<file path="src/logic/scm_pkg.sv">
// Summary of operation
// RQ1 - Power-up with both channels: no error, feedback off
// RQ2 - Any channel loss removes torque, trips at once
// RQ3 - Short single loss: feedback off, restart clears
// RQ4 - Single loss over three seconds latches fault
// RQ5 - Fault clears only by power cycle reset
// RQ6 - Both removed within one second: feedback on
// RQ7 - Both removed: run ignored, trip, feedback on; code sets feedback only if the second channel drops within one second
// RQ8 - Both restored: feedback off, trip stays
// RQ9 - Next restart clears trip, runs held setpoint
// RQ10 - Normal stop ramps down, feedback stays off
// RQ11 - Torque removal well under ten milliseconds
// RQ12 - Inputs synchronised, discrepancy counted while differing
package scm_pkg;
  localparam int CLK_FREQ_HZ = 20_000_000;
  localparam int TICK_PERIOD_US = 1_000;
  localparam int TICK_CYCLES = CLK_FREQ_HZ / 1_000_000 * TICK_PERIOD_US;
  localparam int TICK_CNT_W = 16;

  localparam int DISC_W = 12;
  localparam int PAIR_WINDOW_S = 1;
  localparam int FAULT_TIME_S = 3;
  localparam logic [DISC_W-1:0] DISC_PAIR_MS = DISC_W'(PAIR_WINDOW_S * 1000);
  localparam logic [DISC_W-1:0] DISC_FAULT_MS = DISC_W'(FAULT_TIME_S * 1000);
  localparam logic [DISC_W-1:0] DISC_MAX = 12'hFFF;
  localparam logic [DISC_W-1:0] DISC_ZERO = 12'h000;
  localparam logic [DISC_W-1:0] DISC_ONE = 12'h001;

  localparam int SPEED_W = 16;
  localparam logic [SPEED_W-1:0] SPEED_ZERO = 16'h0000;
  localparam logic [SPEED_W-1:0] DECEL_STEP = 16'h0010;

  typedef enum logic [2:0] {
    SCM_IDLE = 3'b000,
    SCM_RUN = 3'b001,
    SCM_DECEL = 3'b011,
    SCM_TRIP = 3'b010,
    SCM_FAULT = 3'b110
  } scm_state_t;
endpackage

</file>
<file path="src/logic/scm_chan_if.sv">
`timescale 1ns/1ps
interface scm_chan_if;
  import scm_pkg::*;
  logic tick;
  logic a_on;
  logic b_on;
  logic differ;
  logic [DISC_W-1:0] disc_ms;
  modport tick_src (output tick);
  modport sync_src (input tick, output a_on, output b_on, output differ, output disc_ms);
  modport mon (input tick, input a_on, input b_on, input differ, input disc_ms);
endinterface

</file>
<file path="src/logic/scm_sto_monitor.sv">
`timescale 1ns/1ps
module scm_sto_monitor import scm_pkg::*; #(
  parameter int TICKS = TICK_CYCLES
) (
  input wire logic clk_i,                              // Device clock, 20 MHz
  input wire logic reset_i,                            // Power-on reset, active high
  input wire logic enable_channel_a_in_i,              // Enable channel A, high = energised
  input wire logic enable_channel_b_in_i,              // Enable channel B, high = energised
  input wire logic run_cmd_i,                          // Run command level, high = run
  input wire logic [SPEED_W-1:0] held_speed_setpoint_i, // Speed setpoint
  output logic torque_enable_o,                        // Power stage enabled
  output logic [SPEED_W-1:0] speed_ref_o,              // Speed reference to the drive
  output logic running_o,                              // Drive running or decelerating
  output logic sto_trip_o,                             // Safe torque off trip indication
  output logic channel_fault_o,                        // Latched channel discrepancy fault
  output logic safe_state_feedback_out_o               // Feedback, on after valid dual request
);
  scm_chan_if ch ();

  scm_tick_div #(.TICKS(TICKS)) u_tick (
    .clk_i(clk_i),
    .reset_i(reset_i),
    .ch(ch)
  );

  scm_chan_sync u_sync (
    .clk_i(clk_i),
    .reset_i(reset_i),
    .chan_a_i(enable_channel_a_in_i),
    .chan_b_i(enable_channel_b_in_i),
    .ch(ch)
  );

  scm_state_t state_ff;
  scm_state_t nxt_state;
  logic torque_ff;
  logic nxt_torque;
  logic [SPEED_W-1:0] speed_ff;
  logic [SPEED_W-1:0] nxt_speed;
  logic running_ff;
  logic nxt_running;
  logic trip_ff;
  logic nxt_trip;
  logic fault_ff;
  logic nxt_fault;
  logic fb_ff;
  logic nxt_fb;
  logic pair_ff;
  logic nxt_pair;
  logic both_off_prev_ff;
  logic run_prev_ff;
  logic [1:0] warm_ff;
  logic [1:0] nxt_warm;
  logic nxt_both_off_prev;

  logic both_on;
  logic both_off;
  logic run_edge;
  logic pair_now;
  logic fault_now;

  always_comb begin
    both_on = ch.a_on && ch.b_on;
    both_off = !ch.a_on && !ch.b_on;
    run_edge = run_cmd_i && !run_prev_ff;
    // Synchroniser holds reset levels for two edges; mark when real levels arrive
    nxt_warm = {warm_ff[0], 1'b1};
    nxt_both_off_prev = both_off && warm_ff[1];
    fault_now = ch.differ && (ch.disc_ms > DISC_FAULT_MS); // [RQ4]
    // Classify the request when the second channel drops
    if (both_off && !both_off_prev_ff) begin
      pair_now = (ch.disc_ms <= DISC_PAIR_MS); // [RQ6]
    end else begin
      pair_now = pair_ff;
    end
  end

  always_comb begin
    nxt_state = state_ff;
    nxt_torque = torque_ff;
    nxt_speed = speed_ff;
    nxt_running = running_ff;
    nxt_trip = trip_ff;
    nxt_fault = fault_ff || fault_now; // [RQ4] [RQ5]
    nxt_pair = both_off ? pair_now : 1'b0;
    // On only for a valid dual request; drops the cycle a channel returns
    nxt_fb = both_off && pair_now && !nxt_fault; // [RQ6] [RQ7] [RQ8] [RQ3] [RQ1]
    if (nxt_fault) begin
      nxt_state = SCM_FAULT; // [RQ4]
      nxt_torque = 1'b0;
      nxt_speed = SPEED_ZERO;
      nxt_running = 1'b0;
      nxt_trip = 1'b1;
    end else if (!both_on) begin
      nxt_state = SCM_TRIP; // [RQ2] [RQ11]
      nxt_torque = 1'b0;
      nxt_speed = SPEED_ZERO;
      nxt_running = 1'b0;
      nxt_trip = 1'b1; // [RQ7]
    end else begin
      unique case (state_ff)
        SCM_IDLE: begin
          if (run_edge) begin
            nxt_state = SCM_RUN;
            nxt_torque = 1'b1;
            nxt_running = 1'b1;
            nxt_speed = held_speed_setpoint_i;
          end
        end
        SCM_RUN: begin
          if (!run_cmd_i) begin
            nxt_state = SCM_DECEL; // [RQ10]
          end else begin
            nxt_speed = held_speed_setpoint_i;
          end
        end
        SCM_DECEL: begin
          if (run_edge) begin
            nxt_state = SCM_RUN;
            nxt_speed = held_speed_setpoint_i;
          end else if (speed_ff == SPEED_ZERO) begin
            nxt_state = SCM_IDLE; // [RQ10]
            nxt_torque = 1'b0;
            nxt_running = 1'b0;
          end else if (ch.tick) begin
            // Controlled ramp, torque stays applied
            if (speed_ff > DECEL_STEP) begin
              nxt_speed = speed_ff - DECEL_STEP; // [RQ10]
            end else begin
              nxt_speed = SPEED_ZERO;
            end
          end
        end
        SCM_TRIP: begin
          // Fresh restart request after both channels are back
          if (run_edge) begin
            nxt_state = SCM_RUN; // [RQ3] [RQ9]
            nxt_trip = 1'b0;
            nxt_torque = 1'b1;
            nxt_running = 1'b1;
            nxt_speed = held_speed_setpoint_i;
          end
        end
        SCM_FAULT: begin
          nxt_state = SCM_FAULT; // [RQ4]
        end
        default: begin
          nxt_state = SCM_TRIP;
          nxt_torque = 1'b0;
          nxt_speed = SPEED_ZERO;
          nxt_running = 1'b0;
          nxt_trip = 1'b1;
        end
      endcase
    end
    // Stay at rest until channel levels are real, so power-up shows no false trip
    if (!warm_ff[1]) begin
      nxt_state = SCM_IDLE; // [RQ1]
      nxt_torque = 1'b0;
      nxt_speed = SPEED_ZERO;
      nxt_running = 1'b0;
      nxt_trip = 1'b0; // [RQ1]
      nxt_fault = 1'b0;
      nxt_fb = 1'b0; // [RQ1]
      nxt_pair = 1'b0;
    end
  end

  always_ff @(posedge clk_i or posedge reset_i) begin
    if (reset_i) begin
      state_ff <= SCM_IDLE; // [RQ1] [RQ5]
      torque_ff <= 1'b0;
      speed_ff <= SPEED_ZERO;
      running_ff <= 1'b0;
      trip_ff <= 1'b0;
      fault_ff <= 1'b0;
      fb_ff <= 1'b0;
      pair_ff <= 1'b0;
      both_off_prev_ff <= 1'b0;
      run_prev_ff <= 1'b0;
      warm_ff <= 2'b00;
    end else begin
      state_ff <= nxt_state;
      torque_ff <= nxt_torque;
      speed_ff <= nxt_speed;
      running_ff <= nxt_running;
      trip_ff <= nxt_trip;
      fault_ff <= nxt_fault;
      fb_ff <= nxt_fb;
      pair_ff <= nxt_pair;
      both_off_prev_ff <= nxt_both_off_prev;
      run_prev_ff <= run_cmd_i;
      warm_ff <= nxt_warm;
    end
  end

  assign torque_enable_o = torque_ff;
  assign speed_ref_o = speed_ff;
  assign running_o = running_ff;
  assign sto_trip_o = trip_ff;
  assign channel_fault_o = fault_ff;
  assign safe_state_feedback_out_o = fb_ff;
endmodule

</file>
<file path="src/logic/scm_tick_div.sv">
`timescale 1ns/1ps
module scm_tick_div import scm_pkg::*; #(
  parameter int TICKS = TICK_CYCLES
) (
  input wire logic clk_i,      // Device clock
  input wire logic reset_i,    // Async reset, active high
  scm_chan_if.tick_src ch      // Millisecond tick out
);
  logic [TICK_CNT_W-1:0] cnt_ff;
  logic [TICK_CNT_W-1:0] nxt_cnt;
  logic tick_ff;
  logic nxt_tick;

  always_comb begin
    nxt_tick = (cnt_ff == TICK_CNT_W'(TICKS - 1));
    nxt_cnt = nxt_tick ? '0 : cnt_ff + 1'b1;
  end

  always_ff @(posedge clk_i or posedge reset_i) begin
    if (reset_i) begin
      cnt_ff <= '0;
      tick_ff <= 1'b0;
    end else begin
      cnt_ff <= nxt_cnt;
      tick_ff <= nxt_tick;
    end
  end

  assign ch.tick = tick_ff;
endmodule

</file>
<file path="src/logic/scm_chan_sync.sv">
`timescale 1ns/1ps
module scm_chan_sync import scm_pkg::*; (
  input wire logic clk_i,      // Device clock
  input wire logic reset_i,    // Async reset, active high
  input wire logic chan_a_i,   // Raw channel A enable
  input wire logic chan_b_i,   // Raw channel B enable
  scm_chan_if.sync_src ch      // Synchronised levels and discrepancy time
);
  logic [1:0] meta_ff;
  logic [1:0] sync_ff;
  logic [DISC_W-1:0] disc_ff;
  logic [DISC_W-1:0] nxt_disc;

  // Counts ms while channels disagree, saturating; cleared on agreement
  always_comb begin
    nxt_disc = disc_ff;
    if (sync_ff[0] == sync_ff[1]) begin
      nxt_disc = DISC_ZERO; // [RQ12]
    end else if (ch.tick && disc_ff != DISC_MAX) begin
      nxt_disc = disc_ff + DISC_ONE; // [RQ12]
    end
  end

  always_ff @(posedge clk_i or posedge reset_i) begin
    if (reset_i) begin
      meta_ff <= 2'b00;
      sync_ff <= 2'b00;
      disc_ff <= DISC_ZERO;
    end else begin
      meta_ff <= {chan_b_i, chan_a_i}; // [RQ12]
      sync_ff <= meta_ff;
      disc_ff <= nxt_disc;
    end
  end

  assign ch.a_on = sync_ff[0];
  assign ch.b_on = sync_ff[1];
  assign ch.differ = sync_ff[0] ^ sync_ff[1];
  assign ch.disc_ms = disc_ff;
endmodule

</file>
<file path="config.mk">
export PLATFORM = sky130hd
export DESIGN_NAME = scm_sto_monitor
export DESIGN_NICKNAME = d
export VERILOG_FILES = /design/src/logic/scm_pkg.sv /design/src/logic/scm_chan_if.sv /design/src/logic/scm_sto_monitor.sv /design/src/logic/scm_tick_div.sv /design/src/logic/scm_chan_sync.sv
export SDC_FILE = /design/constraint.sdc
export NUM_CORES = 1
export LEC_CHECK = 0
export BUFFER_PORTS_ARGS = -buffer_cell sky130_fd_sc_hd__buf_4
export CAP_MARGIN = 5
export CORE_ASPECT_RATIO = 1.2
export CORE_MARGIN = 4
export CORE_UTILIZATION = 50
export DETAILED_ROUTE_END_ITERATION = 16
export PLACE_DENSITY = 0.71
export SYNTH_ARGS = -nofsm -noshare
export SYNTH_HDL_FRONTEND = slang
export SYNTH_SLANG_ARGS = --single-unit
</file>
<file path="constraint.sdc">
create_clock -name clk_i -period 4.9 [get_ports clk_i]
set_input_delay 1.47 -clock clk_i [delete_from_list [all_inputs] [get_ports clk_i]]
set_output_delay 1.47 -clock clk_i [all_outputs]
set_load 0.02 [all_outputs]
</file>
==> results.tsv <==
metric	value	unit
Hold EP	warm_ff[1]$_DFF_PP0_	
Vias	2557	
critical-path maximum fanout	10	
Post-Syn Instances	317	
fin crit period	2.91	ns
total setup buffers inserted after CTS	0	
buffers added on ports	41	
Async SR Flop Fraction	100	%
Slew headroom	21.8	%
Max VDD drop	0.000155	V
Synth cell types	50	
post-route cell area	3730	sq um
io pins	42	
Cell Pwr Density	264	nW/um^2
Pleak	1.74	nW
GRT Overall Usage	19.5	%
P&R area growth vs syn	16.8	%
worst-margin pin slew	1.16	ns
Root Driver	clkbuf_8	
Fin Setup TNS	0	ns
WL final	6930	um
Die X	80.9	um
hold violation count in the final report	0	
die area	7730	sq um
largest net degree at the start of global routing	36	
mux contribution to synthesized area	0.627	%
critical path class	in -> reg	
num rows	31	
initial antenna violation count	0	
CTS tree	built	
Slowest Stage Delay on Critical Path	0.46	ns
initial core utilization	52.1	%
Die Ht	95.5	um
CP Cell Sequence	buf_4, nor3b_1, o22a_1, nor2b_1, buf_4, a32o_1	
Synth area leader	dfrtp_1	
Worst Skew	0.0118	ns
share of layout cells above drive strength 1	17.9	%
Synth Register Bits	61	
Placer Congestion	0.836	
CTS Hold Buffers Added	0	
Core Box Area	6130	sq um
Iteration-0 DRC Markers	119	
RSZ-0062 raised after global routing	false	
Vias per Instance	5.73	
Compound-Gate Fraction of Synth Area	16.7	%
R2R Setup Slk	2.24	ns
proportion of synthesized chip area in sequential cells	47.8	%
post-synthesis instance area	3190	sq um
Final period util	59.3	%
Max Cap Viol	0	
element type at the critical path start	input port	
TritonCTS Buffers	9	
# DRC	0	
clk_lat worst skew	0.33	ns
Adder-Cell Fraction of Synth Area	3.14	%
Clock Pin Slew Worst Setup and Hold Paths	0.06	ns
H-tree Lvls	3	
Commonest cells post-synth	dfrtp_1 (61), nand2_1 (23), inv_1 (18)	
Arr. time, crit path	3.17	ns
maximum clock path buffer count	2	
cell with the most instances after synthesis	dfrtp_1	
worst r2r dst	speed_ref_o[2]$_DFFE_PP0P_	
CP Capture Type	flip-flop	
CP max stage cell	nor2b_1	
r2r startpoint	speed_ref_o[12]$_DFFE_PP0P_	
Post-Synth XOR/XNOR Area	6.86	%
placed cell area	3560	sq um
largest family of logic cells by synthesized area	simple AND/OR/NAND/NOR gates	
CTS resizes	0	
hold depth	0	
worst min path class	reg -> reg	
YS warnings	0	
CTS Sinks	61	
hold path startpoint	warm_ff[0]$_DFF_PP0_	
DP HPWL	4990	um
Final Max Tran Viols	0	
DRT Pass-1 Iters	4	
vias in the first global route	2403	
Crit path top cell by count	buf_4	
ANT nets after route	0	
syn_nets	346	
worst path required time	5.17	ns
Antenna diodes	0	
outcome	finished clean	
GRT overflow	0	
post-synth top area share	47.8	%
Avg WL per Cell	15.5	um
Top FF cell, synth	dfrtp_1	
max frequency	0.344	GHz
buffer and inverter count on the worst path	2	
number of flops mapped to enable cells by yosys	0	
NumNets Final	389	
CP delay by family, top	simple AND/OR/NAND/NOR gates	
global-route wire length before repair	11500	um
simple-gate portion of the synthesized area	20.9	%
Avg Cell Area, Syn	10.1	sq um
final setup vio count	0	
Synth area leaders	dfrtp_1 (48%), xnor2_1 (3.8%), ha_1 (3.1%)	
Worst R2R Path Depth	5	
==> logic make-up (layout without fill, tap and decap cells) <==
| kind of cell | Yosys count | count (layout) |
|---|---|---|
| buffers and inverters | 29 | 76 |
| DFF | 61 | 61 |
| other | 1 | 1 |
| adders and majority gates | 8 | 8 |
| and+or+nand+nor | 121 | 121 |
| xor gates and xnor gates | 25 | 25 |
| AOI/OAI and AO/OA | 70 | 70 |
| muxes | 2 | 2 |
==> layout by cell type (no fill, tap or decap), types with 2 or more instances in the layout <==
cell type	netlist	final
or4_1	2	2
or3_1	3	3
xnor2_1	14	14
a21oi_1	12	12
a21o_1	2	2
a211oi_1	3	3
nand3_1	10	10
o21ai_0	10	10
and3_1	2	2
xor2_1	11	11
o22a_1	2	2
and2_1	11	11
a32o_1	7	7
mux2i_1	2	2
a31oi_1	2	2
nor3b_1	3	3
o41ai_1	2	2
nand4_1	11	11
o31ai_1	3	3
nand2_1	23	23
nor4_1	11	11
o21ai_1	6	6
nor2b_1	5	5
o32ai_1	3	3
inv_1	18	17
clkinvlp_4	0	2
nor2_1	16	16
nor4_2	2	2
a22o_1	9	9
clkbuf_8	0	10
nand2b_1	7	7
clkinv_2	0	2
ha_1	8	8
nor3_1	10	10
buf_4	2	43
dfrtp_1	61	61
==> routing by layer <==
metal | GRT usage, % | wire length (um)
met4 | 6.62 | 82
met5 | 0 | 0
met2 | 31.7 | 3430
met3 | 4.54 | 359
met1 | 25.5 | 3060
==> how the worst max path moves through the flow <==
stage / start / endpoint / cells after the start
after floorplan: reset_i / both_off_prev_ff$_DFF_PP0_ / 1
after global placement: run_cmd_i / speed_ref_o[1]$_DFFE_PP0P_ / 6
after detailed placement: run_cmd_i / speed_ref_o[1]$_DFFE_PP0P_ / 6
after CTS: run_cmd_i / speed_ref_o[2]$_DFFE_PP0P_ / 6
after global routing: run_cmd_i / speed_ref_o[3]$_DFFE_PP0P_ / 6
final: run_cmd_i / speed_ref_o[2]$_DFFE_PP0P_ / 6
==> through the flow <==
stage | setup slack [ns] | utilization, % | instances | power (mW) | hold WS [ns]
floorplan | 1.92 | - | 317 | 0.578 | 0.331
global placement | 1.73 | 58.1 | 431 | 0.609 | 0.331
detailed placement | 1.69 | 58.1 | 431 | 0.610 | 0.336
CTS | 2.05 | 60.8 | 446 | 0.992 | 0.351
global route | 1.84 | 60.8 | 446 | 1.03 | 0.360
finish | 1.99 | 60.8 | 446 | 0.982 | 0.356
==> layout make-up <==
| class | count | area [sq um] |
|---|---|---|
| clock buffer | 11 | 141 |
| clock inverter | 4 | 25.0 |
| fill | 573 | 2400 |
| inverter | 18 | 67.6 |
| multi-input combinational | 227 | 1540 |
| sequential | 61 | 1530 |
| tap | 82 | 103 |
| timing repair buffer | 43 | 323 |
==> state kept, by name, summed over array words and instances, names as in the netlist <==
name                       count
speed_ref_o                   16
u_tick.cnt_ff                 16
u_sync.ch.disc_ms             12
state_ff                       3
u_sync.meta_ff                 2
u_sync.sync_ff                 2
warm_ff                        2
both_off_prev_ff               1
channel_fault_o                1
pair_ff                        1
run_prev_ff                    1
running_o                      1
safe_state_feedback_out_o      1
sto_trip_o                     1
u_tick.ch.tick                 1
==> power by group <==
part / internal [mW] / leakage (nW) / switching (mW) / total [mW]
Sequential: 0.511 / 0.815 / 0.00803 / 0.519
Clock: 0.193 / 0.0812 / 0.190 / 0.382
Combinational: 0.0352 / 0.847 / 0.0461 / 0.0813
Power figures use the tool's default switching activity.
